File: src/pmsp_pkg.sv
// Register map, field positions, timing and types of the parallel port
//----------------------------------------------------------------------
// Function
// - Port enable gates every off-chip access
// - Idle-stop bit freezes port in idle mode
// - Mux field picks address placement on pins
// - Strobe and byte-enable pins individually enabled
// - Chip-select function code 10 enables select
// - Polarity bits set latch, select, byte-enable levels
// - Polarity ignored on pins used as address
// - Write polarity covers enable strobe in mode1
// - Read polarity covers read/write strobe in mode1
// - Busy flag shows master transfer in progress
// - Interrupt mode selects cycle or buffer-3 interrupt
// - Interrupt mode 10 stalls processor instead
// - Step mode adjusts address after each cycle
// - Wide mode makes two byte transfers
// - Port mode field selects master or slave
// - Setup wait 1-4 cycles, also address phase
// - Strobe wait adds 0-15 cycles
// - Hold wait keeps data 1-4 cycles
// - Setup and hold ignored when strobe wait zero
// - Address-register select bit drives chip select
// - Address register drives eleven address outputs
//----------------------------------------------------------------------
package pmsp_pkg;
  // Byte offsets on the register bus
  localparam logic [7:0] OFF_CONTROL = 8'h00;
  localparam logic [7:0] OFF_MODE = 8'h04;
  localparam logic [7:0] OFF_ADDRESS = 8'h08;
  localparam logic [7:0] OFF_DATA = 8'h0C;
  localparam logic [7:0] OFF_SLAVE_OUT = 8'h10;
  localparam logic [7:0] OFF_SLAVE_IN = 8'h14;
  // Control register fields
  localparam int C_EN = 15;
  localparam int C_IDLE = 13;
  localparam int C_MUX = 11;
  localparam int C_BEEN = 10;
  localparam int C_WREN = 9;
  localparam int C_RDEN = 8;
  localparam int C_CSF = 6;
  localparam int C_ALP = 5;
  localparam int C_CSP = 3;
  localparam int C_BEP = 2;
  localparam int C_WRITE_STROBE_POLARITY = 1;
  localparam int C_READ_STROBE_POLARITY = 0;
  localparam logic [15:0] CONTROL_MASK = 16'hBFEF;
  // Mode register fields
  localparam int M_BUSY = 15;
  localparam int M_IRQ = 13;
  localparam int M_STEP = 11;
  localparam int M_WIDE = 10;
  localparam int M_PORT = 8;
  localparam int M_WB = 6;
  localparam int M_WM = 2;
  localparam int M_WE = 0;
  localparam logic [15:0] MODE_MASK = 16'h7FFF;
  // Address register fields
  localparam int A_CS = 14;
  localparam logic [15:0] ADDRESS_MASK = 16'h47FF;
  localparam logic [15:0] REG_RESET = 16'h0000;
  // Field codes
  localparam logic [1:0] MUX_SEP = 2'h0;
  localparam logic [1:0] MUX_PART = 2'h1;
  localparam logic [1:0] MUX_FULL = 2'h2;
  localparam logic [1:0] CSF_CHIP = 2'h2;
  localparam logic [1:0] IRQ_CYCLE = 2'h1;
  localparam logic [1:0] IRQ_STALL = 2'h2;
  localparam logic [1:0] IRQ_BUF3 = 2'h3;
  localparam logic [1:0] STEP_INC = 2'h1;
  localparam logic [1:0] STEP_DEC = 2'h2;
  localparam logic [1:0] STEP_BUF = 2'h3;
  localparam logic [1:0] PORT_LEGACY = 2'h0;
  localparam logic [1:0] PORT_ADDRS = 2'h1;
  localparam logic [1:0] PORT_MASTER1 = 2'h3;
  localparam logic [1:0] LAST_BUF = 2'h3;
  // Instruction cycle timing
  localparam int CLOCK_NS = 5;
  localparam int TCY_NS = 10;
  localparam int TCY_CYCLES = (TCY_NS + CLOCK_NS - 1) / CLOCK_NS;
  localparam logic [3:0] TCY_LAST = 4'(TCY_CYCLES - 1);
  // Master sequence, Gray from idle through hold, not on the step back to idle
  typedef enum logic [2:0] {
    ST_IDLE = 3'h0,
    ST_ADDR = 3'h1,
    ST_SETUP = 3'h3,
    ST_STROBE = 3'h2,
    ST_HOLD = 3'h6
  } pmsp_state_type;
  // Control pins of the port
  typedef struct packed {
    logic chip_select_pin;
    logic read_strobe_pin;
    logic write_strobe_pin;
    logic byte_enable_pin;
  } pmsp_ctrl_type;
endpackage : pmsp_pkg

File: src/pmsp_top.sv
// Parallel master/slave port with APB register access
//
// Our own choices: the register offsets and the APB interface to the registers.
`timescale 1ns/1ps
module pmsp_top
  import pmsp_pkg::*;
(
  input wire logic CLOCK,
  input wire logic RESET,
  input wire logic PSEL,
  input wire logic PENABLE,
  input wire logic PWRITE,
  input wire logic [7:0] PADDR,
  input wire logic [31:0] PWDATA,
  output logic [31:0] PRDATA,
  output logic PREADY,
  output logic PSLVERR,
  input wire logic IDLE_MODE,
  input wire logic [7:0] DATA_PINS_IN,
  output logic [7:0] DATA_PINS_OUT,
  output logic DATA_PINS_OE_N,
  input wire logic [1:0] ADDRESS_PINS_IN,
  output logic [10:0] ADDRESS_PINS_OUT,
  output logic ADDRESS_PINS_OE_N,
  input wire pmsp_ctrl_type CTRL_PINS_IN,
  output pmsp_ctrl_type CTRL_PINS_OUT,
  output pmsp_ctrl_type CTRL_PINS_OE_N,
  output logic IRQ,
  output logic STALL
);

  //--------------------------------------------------------------------
  // Helpers
  //--------------------------------------------------------------------
  // Pin level for an active flag under a polarity bit
  function automatic logic level(input logic act, input logic pol);
    return ~(act ^ pol);
  endfunction : level

  // Phase length in instruction cycles
  function automatic logic [4:0] len_of(input pmsp_state_type s, input logic [15:0] m);
    logic [4:0] r;
    r = 5'h01;
    unique case (s)
      ST_ADDR: r = (m[M_WM +: 4] == 4'h0) ? 5'h01 : 5'({3'h0, m[M_WB +: 2]} + 5'h01);
      ST_SETUP: r = 5'({3'h0, m[M_WB +: 2]} + 5'h01);
      ST_STROBE: r = 5'({1'h0, m[M_WM +: 4]} + 5'h01);
      ST_HOLD: r = 5'({3'h0, m[M_WE +: 2]} + 5'h01);
      default: r = 5'h01;
    endcase
    return r;
  endfunction : len_of

  //--------------------------------------------------------------------
  // Declarations
  //--------------------------------------------------------------------
  logic [15:0] control, next_control;
  logic [15:0] mode, next_mode;
  logic [15:0] address, next_address;
  logic [15:0] wdata, next_wdata;
  logic [15:0] rdata, next_rdata;
  logic [7:0] sl_out [4];
  logic [7:0] next_sl_out [4];
  logic [7:0] sl_in [4];
  logic [7:0] next_sl_in [4];
  logic [1:0] ptr, next_ptr;
  logic rd_prev, wr_prev;
  logic [31:0] next_prdata;
  logic next_pready, next_pslverr;
  pmsp_state_type state, next_state, data_st;
  logic [4:0] cnt, next_cnt;
  logic second, next_second;
  logic aphase, next_aphase;
  logic is_read, next_is_read;
  logic [3:0] div, next_div;
  logic tick, halt, wm_zero, master, apb_acc, start, byte_end, done;
  logic cs_act, rd_act, wr_act, sl_irq;
  logic [1:0] sl_idx;
  logic [7:0] next_dout;
  logic next_doe_n, next_aoe_n, next_irq, next_stall;
  logic [10:0] next_aout;
  pmsp_ctrl_type next_cout, next_coe_n;

  assign master = mode[M_PORT + 1];
  assign wm_zero = (mode[M_WM +: 4] == 4'h0);
  assign data_st = wm_zero ? ST_STROBE : ST_SETUP;
  assign halt = ~control[C_EN] | (control[C_IDLE] & IDLE_MODE);
  assign apb_acc = PSEL & PENABLE & PREADY;
  assign start = apb_acc && PADDR == OFF_DATA && control[C_EN] && !halt
                 && master && state == ST_IDLE;

  //--------------------------------------------------------------------
  // Instruction-cycle divider
  //--------------------------------------------------------------------
  // Stopped while halted, so idle freezes every wait count
  always_comb begin
    next_div = div;
    tick = 1'b0;
    if (!halt) begin
      if (div == TCY_LAST) begin
        next_div = 4'h0;
        tick = 1'b1;
      end else begin
        next_div = div + 4'h1;
      end
    end
    if (start) next_div = 4'h0; // Restart so every phase is whole cycles
  end

  always_ff @(posedge CLOCK) begin
    if (RESET) begin
      div <= 4'h0;
    end else begin
      div <= next_div;
    end
  end

  //--------------------------------------------------------------------
  // APB slave and configuration registers
  //--------------------------------------------------------------------
  // Answer in the first access cycle; read data is fixed at setup
  always_comb begin
    next_control = control;
    next_mode = mode;
    next_sl_out = sl_out;
    next_pready = PSEL & ~PENABLE & ~PREADY;
    next_prdata = 32'h0;
    next_pslverr = 1'b0;
    if (PSEL && !PENABLE) begin
      unique case (PADDR)
        OFF_CONTROL: next_prdata = {16'h0, control};
        OFF_MODE: next_prdata = {16'h0, state != ST_IDLE, mode[14:0]};
        OFF_ADDRESS: next_prdata = {16'h0, address};
        OFF_DATA: next_prdata = {16'h0, rdata};
        OFF_SLAVE_OUT: next_prdata = {sl_out[3], sl_out[2], sl_out[1], sl_out[0]};
        OFF_SLAVE_IN: next_prdata = {sl_in[3], sl_in[2], sl_in[1], sl_in[0]};
        default: next_pslverr = 1'b1;
      endcase
    end
    if (apb_acc && PWRITE) begin
      if (PADDR == OFF_CONTROL) next_control = PWDATA[15:0] & CONTROL_MASK;
      if (PADDR == OFF_MODE) next_mode = PWDATA[15:0] & MODE_MASK;
      if (PADDR == OFF_SLAVE_OUT) begin
        for (int i = 0; i < 4; i++) next_sl_out[i] = PWDATA[8 * i +: 8];
      end
    end
  end

  always_ff @(posedge CLOCK) begin
    if (RESET) begin
      control <= REG_RESET;
      mode <= REG_RESET;
      for (int i = 0; i < 4; i++) sl_out[i] <= 8'h00;
      PRDATA <= 32'h0;
      PREADY <= 1'b0;
      PSLVERR <= 1'b0;
    end else begin
      control <= next_control;
      mode <= next_mode;
      sl_out <= next_sl_out;
      PRDATA <= next_prdata;
      PREADY <= next_pready;
      PSLVERR <= next_pslverr;
    end
  end

  //--------------------------------------------------------------------
  // Master transfer sequencer
  //--------------------------------------------------------------------
  // Data-register accesses while busy are dropped; software polls the busy flag
  always_comb begin
    next_state = state;
    next_cnt = cnt;
    next_second = second;
    next_aphase = aphase;
    next_is_read = is_read;
    next_rdata = rdata;
    next_wdata = wdata;
    next_address = address;
    byte_end = 1'b0;
    done = 1'b0;
    if (apb_acc && PWRITE && PADDR == OFF_ADDRESS) begin
      next_address = PWDATA[15:0] & ADDRESS_MASK;
    end
    if (!control[C_EN]) begin
      next_state = ST_IDLE;
    end else if (state == ST_IDLE) begin
      if (start) begin
        next_is_read = ~PWRITE;
        if (PWRITE) next_wdata = PWDATA[15:0];
        next_second = 1'b0;
        next_aphase = 1'b0;
        next_state = (control[C_MUX +: 2] != MUX_SEP) ? ST_ADDR : data_st;
        next_cnt = len_of(next_state, mode);
      end
    end else if (tick) begin
      if (cnt != 5'h01) begin
        next_cnt = cnt - 5'h01;
      end else begin
        unique case (state)
          ST_ADDR: begin
            if (control[C_MUX +: 2] == MUX_FULL && !aphase) begin
              next_aphase = 1'b1;
              next_cnt = len_of(ST_ADDR, mode);
            end else begin
              next_state = data_st;
              next_cnt = len_of(data_st, mode);
            end
          end
          ST_SETUP: begin
            next_state = ST_STROBE;
            next_cnt = len_of(ST_STROBE, mode);
          end
          ST_STROBE: begin
            if (is_read && second) next_rdata[15:8] = DATA_PINS_IN;
            if (is_read && !second) next_rdata[7:0] = DATA_PINS_IN;
            // A wide zero-wait pair still needs a strobe gap between bytes
            if (wm_zero && (second || !mode[M_WIDE])) begin
              byte_end = 1'b1;
            end else begin
              next_state = ST_HOLD;
              next_cnt = wm_zero ? 5'h01 : len_of(ST_HOLD, mode);
            end
          end
          ST_HOLD: byte_end = 1'b1;
          default: next_state = ST_IDLE;
        endcase
      end
    end
    // Second byte reuses the address already latched outside
    if (byte_end) begin
      if (mode[M_WIDE] && !second) begin
        next_second = 1'b1;
        next_state = data_st;
        next_cnt = len_of(data_st, mode);
      end else begin
        next_state = ST_IDLE;
        done = 1'b1;
        unique case (mode[M_STEP +: 2])
          STEP_INC: next_address[10:0] = address[10:0] + 11'h001;
          STEP_DEC: next_address[10:0] = address[10:0] - 11'h001;
          default: next_address[10:0] = address[10:0];
        endcase
      end
    end
  end

  always_ff @(posedge CLOCK) begin
    if (RESET) begin
      state <= ST_IDLE;
      cnt <= 5'h01;
      second <= 1'b0;
      aphase <= 1'b0;
      is_read <= 1'b0;
      rdata <= 16'h0000;
      wdata <= 16'h0000;
      address <= REG_RESET;
    end else begin
      state <= next_state;
      cnt <= next_cnt;
      second <= next_second;
      aphase <= next_aphase;
      is_read <= next_is_read;
      rdata <= next_rdata;
      wdata <= next_wdata;
      address <= next_address;
    end
  end

  //--------------------------------------------------------------------
  // Slave port toward an external host
  //--------------------------------------------------------------------
  // Host writes latch on strobe assertion, reads end on release
  assign cs_act = CTRL_PINS_IN.chip_select_pin == control[C_CSP];
  assign rd_act = cs_act && CTRL_PINS_IN.read_strobe_pin == control[C_READ_STROBE_POLARITY];
  assign wr_act = cs_act && CTRL_PINS_IN.write_strobe_pin == control[C_WRITE_STROBE_POLARITY];
  assign sl_idx = (mode[M_PORT +: 2] == PORT_ADDRS) ? ADDRESS_PINS_IN : ptr;

  always_comb begin
    next_sl_in = sl_in;
    next_ptr = ptr;
    sl_irq = 1'b0;
    if (control[C_EN] && !master && !halt) begin
      if (wr_act && !wr_prev) next_sl_in[sl_idx] = DATA_PINS_IN;
      if ((wr_act && !wr_prev) || (!rd_act && rd_prev)) begin
        if (mode[M_PORT +: 2] == PORT_LEGACY && mode[M_STEP +: 2] == STEP_BUF) begin
          next_ptr = ptr + 2'h1;
        end
        sl_irq = mode[M_IRQ +: 2] == IRQ_BUF3 && sl_idx == LAST_BUF;
      end
    end
  end

  always_ff @(posedge CLOCK) begin
    if (RESET) begin
      for (int i = 0; i < 4; i++) sl_in[i] <= 8'h00;
      ptr <= 2'h0;
      rd_prev <= 1'b0;
      wr_prev <= 1'b0;
    end else begin
      sl_in <= next_sl_in;
      ptr <= next_ptr;
      rd_prev <= rd_act;
      wr_prev <= wr_act;
    end
  end

  //--------------------------------------------------------------------
  // Pin drive, interrupt and stall
  //--------------------------------------------------------------------
  // Pins follow state one cycle late; all waits shift together
  always_comb begin
    logic drv;
    logic strobe;
    logic xfer;
    drv = control[C_EN] & master;
    strobe = state == ST_STROBE;
    xfer = state != ST_IDLE;
    next_aoe_n = ~drv;
    next_aout = address[10:0];
    // Latch strobes replace address bits, so no polarity there otherwise
    if (control[C_MUX +: 2] != MUX_SEP) begin
      next_aout[1:0] = {level(state == ST_ADDR && aphase, control[C_ALP]),
                        level(state == ST_ADDR && !aphase, control[C_ALP])};
      if (control[C_MUX +: 2] == MUX_FULL) next_aout[10:2] = 9'h000;
    end
    next_dout = second ? wdata[15:8] : wdata[7:0];
    next_doe_n = ~(drv && xfer && (!is_read || state == ST_ADDR));
    if (state == ST_ADDR) next_dout = aphase ? {5'h00, address[10:8]} : address[7:0];
    if (control[C_EN] && !master && rd_act) begin
      next_dout = sl_out[sl_idx];
      next_doe_n = 1'b0;
    end
    next_cout.chip_select_pin = level(control[C_CSF +: 2] == CSF_CHIP && address[A_CS],
                                      control[C_CSP]);
    next_coe_n.chip_select_pin = ~(drv && control[C_CSF +: 2] == CSF_CHIP);
    if (mode[M_PORT +: 2] == PORT_MASTER1) begin
      next_cout.read_strobe_pin = level(is_read, control[C_READ_STROBE_POLARITY]);
      next_cout.write_strobe_pin = level(strobe, control[C_WRITE_STROBE_POLARITY]);
    end else begin
      next_cout.read_strobe_pin = level(strobe && is_read, control[C_READ_STROBE_POLARITY]);
      next_cout.write_strobe_pin = level(strobe && !is_read, control[C_WRITE_STROBE_POLARITY]);
    end
    next_cout.byte_enable_pin = level(xfer && mode[M_WIDE], control[C_BEP]);
    next_coe_n.read_strobe_pin = ~(drv && control[C_RDEN]);
    next_coe_n.write_strobe_pin = ~(drv && control[C_WREN]);
    next_coe_n.byte_enable_pin = ~(drv && control[C_BEEN] && mode[M_WIDE]);
    next_irq = (done && mode[M_IRQ +: 2] == IRQ_CYCLE) || sl_irq;
    next_stall = (next_state != ST_IDLE) && mode[M_IRQ +: 2] == IRQ_STALL;
  end

  always_ff @(posedge CLOCK) begin
    if (RESET) begin
      DATA_PINS_OUT <= 8'h00;
      DATA_PINS_OE_N <= 1'b1;
      ADDRESS_PINS_OUT <= 11'h000;
      ADDRESS_PINS_OE_N <= 1'b1;
      CTRL_PINS_OUT <= 4'h0;
      CTRL_PINS_OE_N <= 4'hF;
      IRQ <= 1'b0;
      STALL <= 1'b0;
    end else begin
      DATA_PINS_OUT <= next_dout;
      DATA_PINS_OE_N <= next_doe_n;
      ADDRESS_PINS_OUT <= next_aout;
      ADDRESS_PINS_OE_N <= next_aoe_n;
      CTRL_PINS_OUT <= next_cout;
      CTRL_PINS_OE_N <= next_coe_n;
      IRQ <= next_irq;
      STALL <= next_stall;
    end
  end

  //--------------------------------------------------------------------
  // Assertions
  //--------------------------------------------------------------------
  a_off_no_access:
    assert property (@(posedge CLOCK) disable iff (RESET)
      !control[C_EN] |=> state == ST_IDLE && DATA_PINS_OE_N && ADDRESS_PINS_OE_N)
    else $error("port drives pins while disabled");

  a_idle_freeze:
    assert property (@(posedge CLOCK) disable iff (RESET)
      (control[C_EN] && control[C_IDLE] && IDLE_MODE) |=> $stable(state) && $stable(cnt))
    else $error("sequence moved while idle-stopped");

  a_start_busy:
    assert property (@(posedge CLOCK) disable iff (RESET)
      start |=> state != ST_IDLE ##1 state != ST_IDLE)
    else $error("busy did not follow a data access");

  a_stall_follow:
    assert property (@(posedge CLOCK) disable iff (RESET)
      (state != ST_IDLE && mode[M_IRQ +: 2] == IRQ_STALL && $stable(mode)) |-> STALL)
    else $error("stall missing during transfer");

  a_cycle_irq:
    assert property (@(posedge CLOCK) disable iff (RESET)
      (done && mode[M_IRQ +: 2] == IRQ_CYCLE) |=> IRQ ##1 !IRQ || sl_irq || done)
    else $error("end-of-cycle interrupt wrong");

  a_addr_step:
    assert property (@(posedge CLOCK) disable iff (RESET)
      (done && mode[M_STEP +: 2] == STEP_INC && !(apb_acc && PWRITE))
      |=> address[10:0] == $past(address[10:0]) + 11'h001)
    else $error("address did not step up");

  a_strobe_single:
    assert property (@(posedge CLOCK) disable iff (RESET)
      (state == ST_STROBE && wm_zero && tick && control[C_EN]) |=> state != ST_STROBE)
    else $error("strobe longer than one cycle");

  a_wide_two:
    assert property (@(posedge CLOCK) disable iff (RESET)
      done |-> (second == mode[M_WIDE]))
    else $error("wrong number of byte transfers");

  a_cs_drive:
    assert property (@(posedge CLOCK) disable iff (RESET)
      $stable(address) && $stable(control) && control[C_CSF +: 2] == CSF_CHIP
      |=> CTRL_PINS_OUT.chip_select_pin == ~($past(address[A_CS]) ^ $past(control[C_CSP])))
    else $error("chip select level wrong");

endmodule : pmsp_top

File: config.mk
export PLATFORM = sky130hd
export DESIGN_NAME = pmsp_top
export DESIGN_NICKNAME = d
export VERILOG_FILES = /design/src/pmsp_pkg.sv /design/src/pmsp_top.sv
export SDC_FILE = /design/constraint.sdc
export NUM_CORES = 1
export LEC_CHECK = 0
export ABC_AREA = 1
export BUFFER_PORTS_ARGS = -buffer_cell sky130_fd_sc_hd__buf_2
export CAP_MARGIN = 20
export CORE_MARGIN = 2
export CORE_UTILIZATION = 50
export CTS_BUF_LIST = sky130_fd_sc_hd__clkbuf_8
export DETAILED_ROUTE_END_ITERATION = 10
export GPL_ROUTABILITY_DRIVEN = 0
export GPL_TIMING_DRIVEN = 1
export HOLD_SLACK_MARGIN = 0.03
export PLACE_DENSITY = 0.68
export SLEW_MARGIN = 30
export SYNTH_ARGS = -nofsm -noshare
export SYNTH_HDL_FRONTEND = slang
export SYNTH_SLANG_ARGS = --single-unit
File: constraint.sdc
create_clock -name CLOCK -period 2.8 [get_ports CLOCK]
set_input_delay 0.56 -clock CLOCK [delete_from_list [all_inputs] [get_ports CLOCK]]
set_output_delay 0.56 -clock CLOCK [all_outputs]
set_load 0.02 [all_outputs]
==> results of run 1 <==
[cells in the mapped netlist (all sizes together)]
cell type and instances:
a22oi 4, nor3b 3, nor2 160, nor4 2
clkbuf 29, o31ai 3, o22ai 16, fa 1
o21bai 1, nand2 234, or2 2, a21boi 1
a221oi 1, clkinv 5, a21oi 115, nor3 38
o211ai 11, o21ai 128, nand4 18, buf 35
nand3 104, a31oi 27, xnor2 6, ha 17
dfxtp 221, a211oi 50, xor2 8, inv 165
or3 1, o21a 1
[sequential cells by signal, indices dropped and copies added, names as in the netlist, 8 cells and up]
| name | cells |
|---|---|
| PRDATA | 32 |
| sl_in | 32 |
| sl_out | 32 |
| rdata | 16 |
| wdata | 16 |
| mode | 15 |
| control | 14 |
| address | 12 |
| ADDRESS_PINS_OUT | 11 |
| DATA_PINS_OUT | 8 |
[stage by stage]
stage | cells | instance area, µm² | setup slack, ps | util (%)
after floorplan | 1407 | 10400 | 847 | -
after global placement | 1758 | 11200 | 409 | 55.2
after detailed placement | 1758 | 11200 | 403 | 55.2
after CTS | 1825 | 11900 | 390 | 58.8
after global routing | 1825 | 11900 | 184 | 58.8
final | 1825 | 11900 | 326 | 58.8
[metal layers]
metal | wire (µm) | vias to the layer above
met5 | 0 | -
met4 | 1010 | 0
met3 | 3310 | 85
met2 | 15500 | 519
met1 | 13500 | 4680
li1 | - | 4991
[area by class of cell]
cell class	count	area [µm²]	share of cell area, %
Multi-Input combinational cell	952	4990	41.8
Sequential cell	221	4420	37.0
Timing Repair Buffer	145	806	6.75
Inverter	170	644	5.39
Clock buffer	43	592	4.95
Tap cell	270	338	2.83
Clock inverter	24	150	1.26
[worst reg2reg max path, delay by kind of cell, from the launching register on]
kind	cells	cell delay, ps
compound gates	4	630
buf+inv	1	70
simple gates	3	350
flops	1	460
fa+ha+maj	2	840
[worst max-delay path by stage]
stage | depth (start not counted) | start | slack [ps] | end
after floorplan | 11 | mode[11] | 850 | address[7]
after global placement | 11 | mode[11] | 410 | address[7]
after detailed placement | 11 | mode[11] | 400 | address[7]
after CTS | 11 | mode[11] | 390 | address[7]
after global routing | 12 | mode[11] | 180 | address[8]
final | 10 | mode[11] | 330 | address[5]
[cells by family (layout without fill, tap and decap cells)]
| logic type | Yosys count | count (layout) | share of synthesized area, % |
|---|---|---|---|
| adders and majority gates | 18 | 18 | 2.24 |
| and+or+nand+nor | 562 | 562 | 24.8 |
| AOI/OAI and AO/OA | 358 | 358 | 19.8 |
| xor gates and xnor gates | 14 | 14 | 1.18 |
| DFF | 221 | 221 | 42.7 |
| buffers and inverters | 234 | 382 | 9.33 |
[report_power, final]
part / leakage [µW] / switching (µW) / internal, µW
registers: 0.00178 / 1.84 / 3150
logic: 0.00282 / 149 / 58.6
clock network: 0.000445 / 1290 / 1580
==> impl_metrics.ini, run 1 <==
[clock_network]
htree_num_levels = 2
worst_skew_pair.late_latency_ps = 530
cts.hold.buffers_added = 0
clk_path_buf_depth = 3
cts_clock_pin_slew_for_the_worst_setup_and_hold_paths_ps = 60
tritoncts.num_buffers = 38
post_cts_resize_count = 0
post_cts.repair.setup_buffers = 0
cts.sinks = 221
root_buffer = sky130_fd_sc_hd__clkbuf_8
tritoncts = yes

[worst_setup_path]
startpoint_type = flip-flop
ff2ff_path_depth = 10
crit_chain = inv_1 > ha_1 > ha_1 > a21oi_1 > nand2_1 > a21oi_1 > or2_2 > nand3_1 > o21ai_1 > a21oi_1
worst_path_dominant_cell_family = adder cells
worstReg2RegEnd = address[5]
timing.critical_path.mode_cell = sky130_fd_sc_hd__a21oi_1
worst_path_largest_cell_delay_ps = 460
count_of_buffering_cells_on_the_critical_path_with_inverters_included = 1
timing.critical_path.to_type = flip-flop
regToRegStartpoint = mode[11]
cp_data_required_time_ps = 3210
worstPathMaxFanout = 11
cp_data_arrival_time_ps = 2890
criticalPathCategory = reg -> reg
ff2ff_setup_slack_ps = 330
crit_path_top_delay_cell = sky130_fd_sc_hd__dfxtp_1

[run]
cap_violations = 0

[floorplan]
width_of_the_chip_um = 148
coreArea_mm2 = 0.0203
floorplan.io_pins = 125
die_height_um = 148
initial_core_utilization_pct = 51.1
placement_rows = 52
die_area_mm2 = 0.0219

[sta]
maxClockFrequency_mhz = 404
worst_slew_pin_slew_ps = 663
setup_viol = 0
final.setup_skew_ps = 13.3
final_report_max_slew_violation_count = 0
timing.max_slew.rel_slack_pct = 55.8
grt_setup_unrepaired = no
timing.hold.ws_ps = 259
setup_total_negative_slack_ps = 0
timing_hold_violations_final = 0
min_period_over_period_pct = 88.4
timing.final.crit_period_ps = 2470

[global_route]
grt_antenna_before_repair = 0
global_route_wire_length_before_repair_mm = 51.0
top_usage_layer = met2
gr-usage-all-layers_pct = 29.9
met3_usage_pct = 6.33
grt_start_max_net_pins = 60
grt.overflow.total = 0
met1_usage_pct = 39.4
number_of_global_route_vias_before_repair = 9391
use_met2_pct = 48.6

[logic_synthesis]
syn_nets = 1485
synth_cell_type_count = 48
netlist_area_before_placement_mm2 = 0.0104
netlist.top_cell.by_area = sky130_fd_sc_hd__dfxtp_1
flip_flop_and_latch_count_after_synthesis = 221
postSynthCellCount = 1407
syn_area_per_cell_um2 = 7.37
netlist_top_cells_area = sky130_fd_sc_hd__dfxtp_1 43%, sky130_fd_sc_hd__nand2_1 8.1%, sky130_fd_sc_hd__o21ai_0 5.6%
ys_seq_area_share_pct = 42.7
ys_warn_count = 0
synthDominantCellAreaShare_pct = 42.7

[cells_and_area]
diodes = 0
most_frequent_standard_cell_in_the_layout_excluding_fill_and_tap_cells = sky130_fd_sc_hd__nand2_1
layout.nets = 1606
drive_above_1_share_pct = 16.7
final_cell_mix = 223 x sky130_fd_sc_hd__nand2_1, 221 x sky130_fd_sc_hd__dfxtp_1, 168 x sky130_fd_sc_hd__inv_1
areaGrowthSynthToFinish_pct = 15.2
final.fill_count = 1967

[routing]
drcViolationCount = 0
drt_first_pass_iters = 7
detailedRoute.firstIterationViolations = 1140
drt-wirelength-per-cell_um = 18.2
detail_route.wirelength_mm = 33.3
routed-via-count = 10275
detail-route-antenna-nets = 0
via_per_inst = 5.63

[power_and_ir_drop]
ir_worst_vdd_uv = 276
total_power_uw = 6230
powerDensity_mw_per_mm2 = 522
total_leakage_power_uw = 0.00505

[placement]
portBuffers = 123
detailed_placer_s_ending_hpwl_mm = 24.6

[hold_path]
min_delay_worst_endpoint = sl_out[13]
worst_hold_startpoint = PWDATA[21]
worst_hold_path_type = in -> reg
hold-path-cell-count = 3

[status]
status = completed
(Power assumes the default switching activity.)
==> inputs of run 2 (changes only) <==
--- a/config.mk
+++ b/config.mk
@@ -15,7 +15,7 @@
 export GPL_ROUTABILITY_DRIVEN = 0
 export GPL_TIMING_DRIVEN = 1
 export HOLD_SLACK_MARGIN = 0.03
-export PLACE_DENSITY = 0.68
+export PLACE_DENSITY = 0.71
 export SLEW_MARGIN = 30
 export SYNTH_ARGS = -nofsm -noshare
 export SYNTH_HDL_FRONTEND = slang
==> constraint.sdc (replaced) <==
create_clock -name CLOCK -period 2.2 [get_ports CLOCK]
set_input_delay 0.44 -clock CLOCK [delete_from_list [all_inputs] [get_ports CLOCK]]
set_output_delay 0.44 -clock CLOCK [all_outputs]
set_load 0.02 [all_outputs]
==> run 2 against run 1 <==
  * Worst setup slack lost 110 ps
  * Clock power grew 54%
  * Clock skew grew 13 ps
  * Sequential cell count is the same
  * Count of clock-buffer cells in the layout grew 9
  * Register-to-register slack lost 110 ps
  * Non-clock buffer count grew 32
  * Fmax grew 25%
  * Critical path type unchanged
  * Critical endpoint is now address[10]
==> impl_metrics.ini, run 2 (synthesized netlist as in run 1, its figures left out) <==
[clock_network]
cts.sinks = 221
cts.hold.buffers_added = 0
cts_clock_pin_slew_for_the_worst_setup_and_hold_paths_ps = 70
post_cts.repair.setup_buffers = 0
tritoncts = yes
htree_num_levels = 2
tritoncts.num_buffers = 38
root_buffer = sky130_fd_sc_hd__clkbuf_8
clk_path_buf_depth = 3
worst_skew_pair.late_latency_ps = 540

[floorplan]
placement_rows = 52
die_area_mm2 = 0.0219
die_height_um = 148
initial_core_utilization_pct = 51.1
floorplan.io_pins = 125
width_of_the_chip_um = 148
coreArea_mm2 = 0.0203

[routing]
detail_route.wirelength_mm = 33.2
drt_first_pass_iters = 7
detail-route-antenna-nets = 0
drcViolationCount = 0
detailedRoute.firstIterationViolations = 1059
via_per_inst = 5.55
drt-wirelength-per-cell_um = 17.8
routed-via-count = 10331

[power_and_ir_drop]
powerDensity_mw_per_mm2 = 700
ir_worst_vdd_uv = 369
total_leakage_power_uw = 0.00528
total_power_uw = 8710

[cells_and_area]
final_cell_mix = 223 x sky130_fd_sc_hd__nand2_1, 221 x sky130_fd_sc_hd__dfxtp_1, 158 x sky130_fd_sc_hd__inv_1
reg.largest.list = PRDATA (32), sl_in (32), sl_out (32)
final.fill_count = 1888
areaGrowthSynthToFinish_pct = 20.0
sequential_area_mm2 = 0.00442
final_util_pct = 61.3
most_frequent_standard_cell_in_the_layout_excluding_fill_and_tap_cells = sky130_fd_sc_hd__nand2_1
diodes = 0
layout.nets = 1638
drive_above_1_share_pct = 19.2
multiInputGateArea_mm2 = 0.00500

[placement]
portBuffers = 123
detailed_placer_s_ending_hpwl_mm = 24.5
detailedPlace.worstSlack_ps = -11.3

[sta]
grt_setup_unrepaired = no
min_period_over_period_pct = 90.1
timing.max_slew.rel_slack_pct = 59.9
setup_slack_ps = 219
timing_hold_violations_final = 0
maxClockFrequency_mhz = 505
final.setup_skew_ps = 26.3
final_report_max_slew_violation_count = 0
worst_slew_pin_slew_ps = 599
setup_total_negative_slack_ps = 0
timing.final.crit_period_ps = 1980
setup_viol = 0

[hold_path]
worst_hold_path_type = in -> reg
hold-path-cell-count = 3

[worst_setup_path]
count_of_buffering_cells_on_the_critical_path_with_inverters_included = 1
stages_on_worst_setup_path = 11
ff2ff_path_depth = 11
worst_path_largest_cell_delay_ps = 360
timing.critical_path.to_type = flip-flop
crit_path_top_delay_cell = sky130_fd_sc_hd__ha_1
cp_data_arrival_time_ps = 2410
cp_data_required_time_ps = 2630
startpoint_type = flip-flop
worstPathMaxFanout = 11
worst_path_dominant_cell_family = adder cells
criticalPathCategory = reg -> reg
crit_chain = inv_1 > ha_4 > ha_1 > a21oi_1 > nor2_1 > o21ai_0 > nand3_1 > nand2_1 > nand3_1 > nand4_1 > nand2_1

[global_route]
grt_start_max_net_pins = 55
global_route_wire_length_before_repair_mm = 50.6
grt.overflow.total = 0
gr-usage-all-layers_pct = 29.7
grt_antenna_before_repair = 0
number_of_global_route_vias_before_repair = 9358

[status]
status = completed

[run]
cap_violations = 0
## run 2: cell count changes in the layout (fill, tap and decap cells not counted)
cell / before / now
sky130_fd_sc_hd__ha_4: 0 / 1
sky130_fd_sc_hd__inv_1: 168 / 158
sky130_fd_sc_hd__ha_1: 17 / 16
sky130_fd_sc_hd__buf_4: 20 / 47
sky130_fd_sc_hd__clkinv_2: 6 / 7
sky130_fd_sc_hd__clkbuf_8: 43 / 52
sky130_fd_sc_hd__buf_12: 2 / 7
sky130_fd_sc_hd__bufinv_16: 2 / 5
## run 2: worst paths after layout
path	start	to	slack, ps
setup / recovery	mode[11]	address[10]	220
hold / removal	PWDATA[16]	sl_out[8]	140
setup reg to reg	mode[11]	address[10]	220
hold reg to reg	PREADY	PREADY	440
## run 2: through the flow
| stage | hold WS (ps) | cells | cell area, µm² |
|---|---|---|---|
| 6_report | 142 | 1860 | 12400 |
| 5_1_grt | 137 | 1860 | 12400 |
| 4_1_cts | 122 | 1860 | 12400 |
| 3_5_place_dp | 431 | 1790 | 11500 |
| 3_3_place_gp | 426 | 1790 | 11500 |
| 2_1_floorplan | 376 | 1407 | 10400 |
## run 2: final cells by class
cell class                 instances  area share [%]
timing repair buffer             177            8.91
tap                              270            2.72
sequential                       221            35.6
clock buffer                      52            5.75
inverter                         170            5.18
multi-input combinational        952            40.2
clock inverter                    18            1.67
## run 2: worst register-to-register path, cell delays in order, from the launching register on
cell	delay, ps
sky130_fd_sc_hd__dfxtp_1	320
sky130_fd_sc_hd__inv_1	60
sky130_fd_sc_hd__ha_4	210
sky130_fd_sc_hd__ha_1	370
sky130_fd_sc_hd__a21oi_1	230
sky130_fd_sc_hd__nor2_1	80
sky130_fd_sc_hd__o21ai_0	220
sky130_fd_sc_hd__nand3_1	120
sky130_fd_sc_hd__nand2_1	70
sky130_fd_sc_hd__nand3_1	60
sky130_fd_sc_hd__nand4_1	70
sky130_fd_sc_hd__nand2_1	50
## run 2: what timing repair did
| action | CTS | global route |
|---|---|---|
| endpoints found under the hold margin | 0 | 0 |
| resized for setup | 1 | 1 |
| endpoints found under the setup margin | 3 | 4 |
| cloned | 0 | 0 |
## run 2: power by group
| part | leakage (µW) | internal (µW) | switching [µW] | total (µW) |
|---|---|---|---|---|
| clock network | 0.000503 | 2700 | 1730 | 4430 |
| logic | 0.00300 | 81.9 | 193 | 275 |
| registers | 0.00178 | 4010 | 1.89 | 4010 |
| total | 0.00528 | 6790 | 1920 | 8710 |
## run 2: metal layers
metal	vias to the layer above	wire length (µm)	GRT usage [%]
li1	5036	-	-
met1	4676	13900	40.2
met2	527	14900	46.4
met3	92	3120	5.74
met4	0	1270	12.5
met5	-	0	0
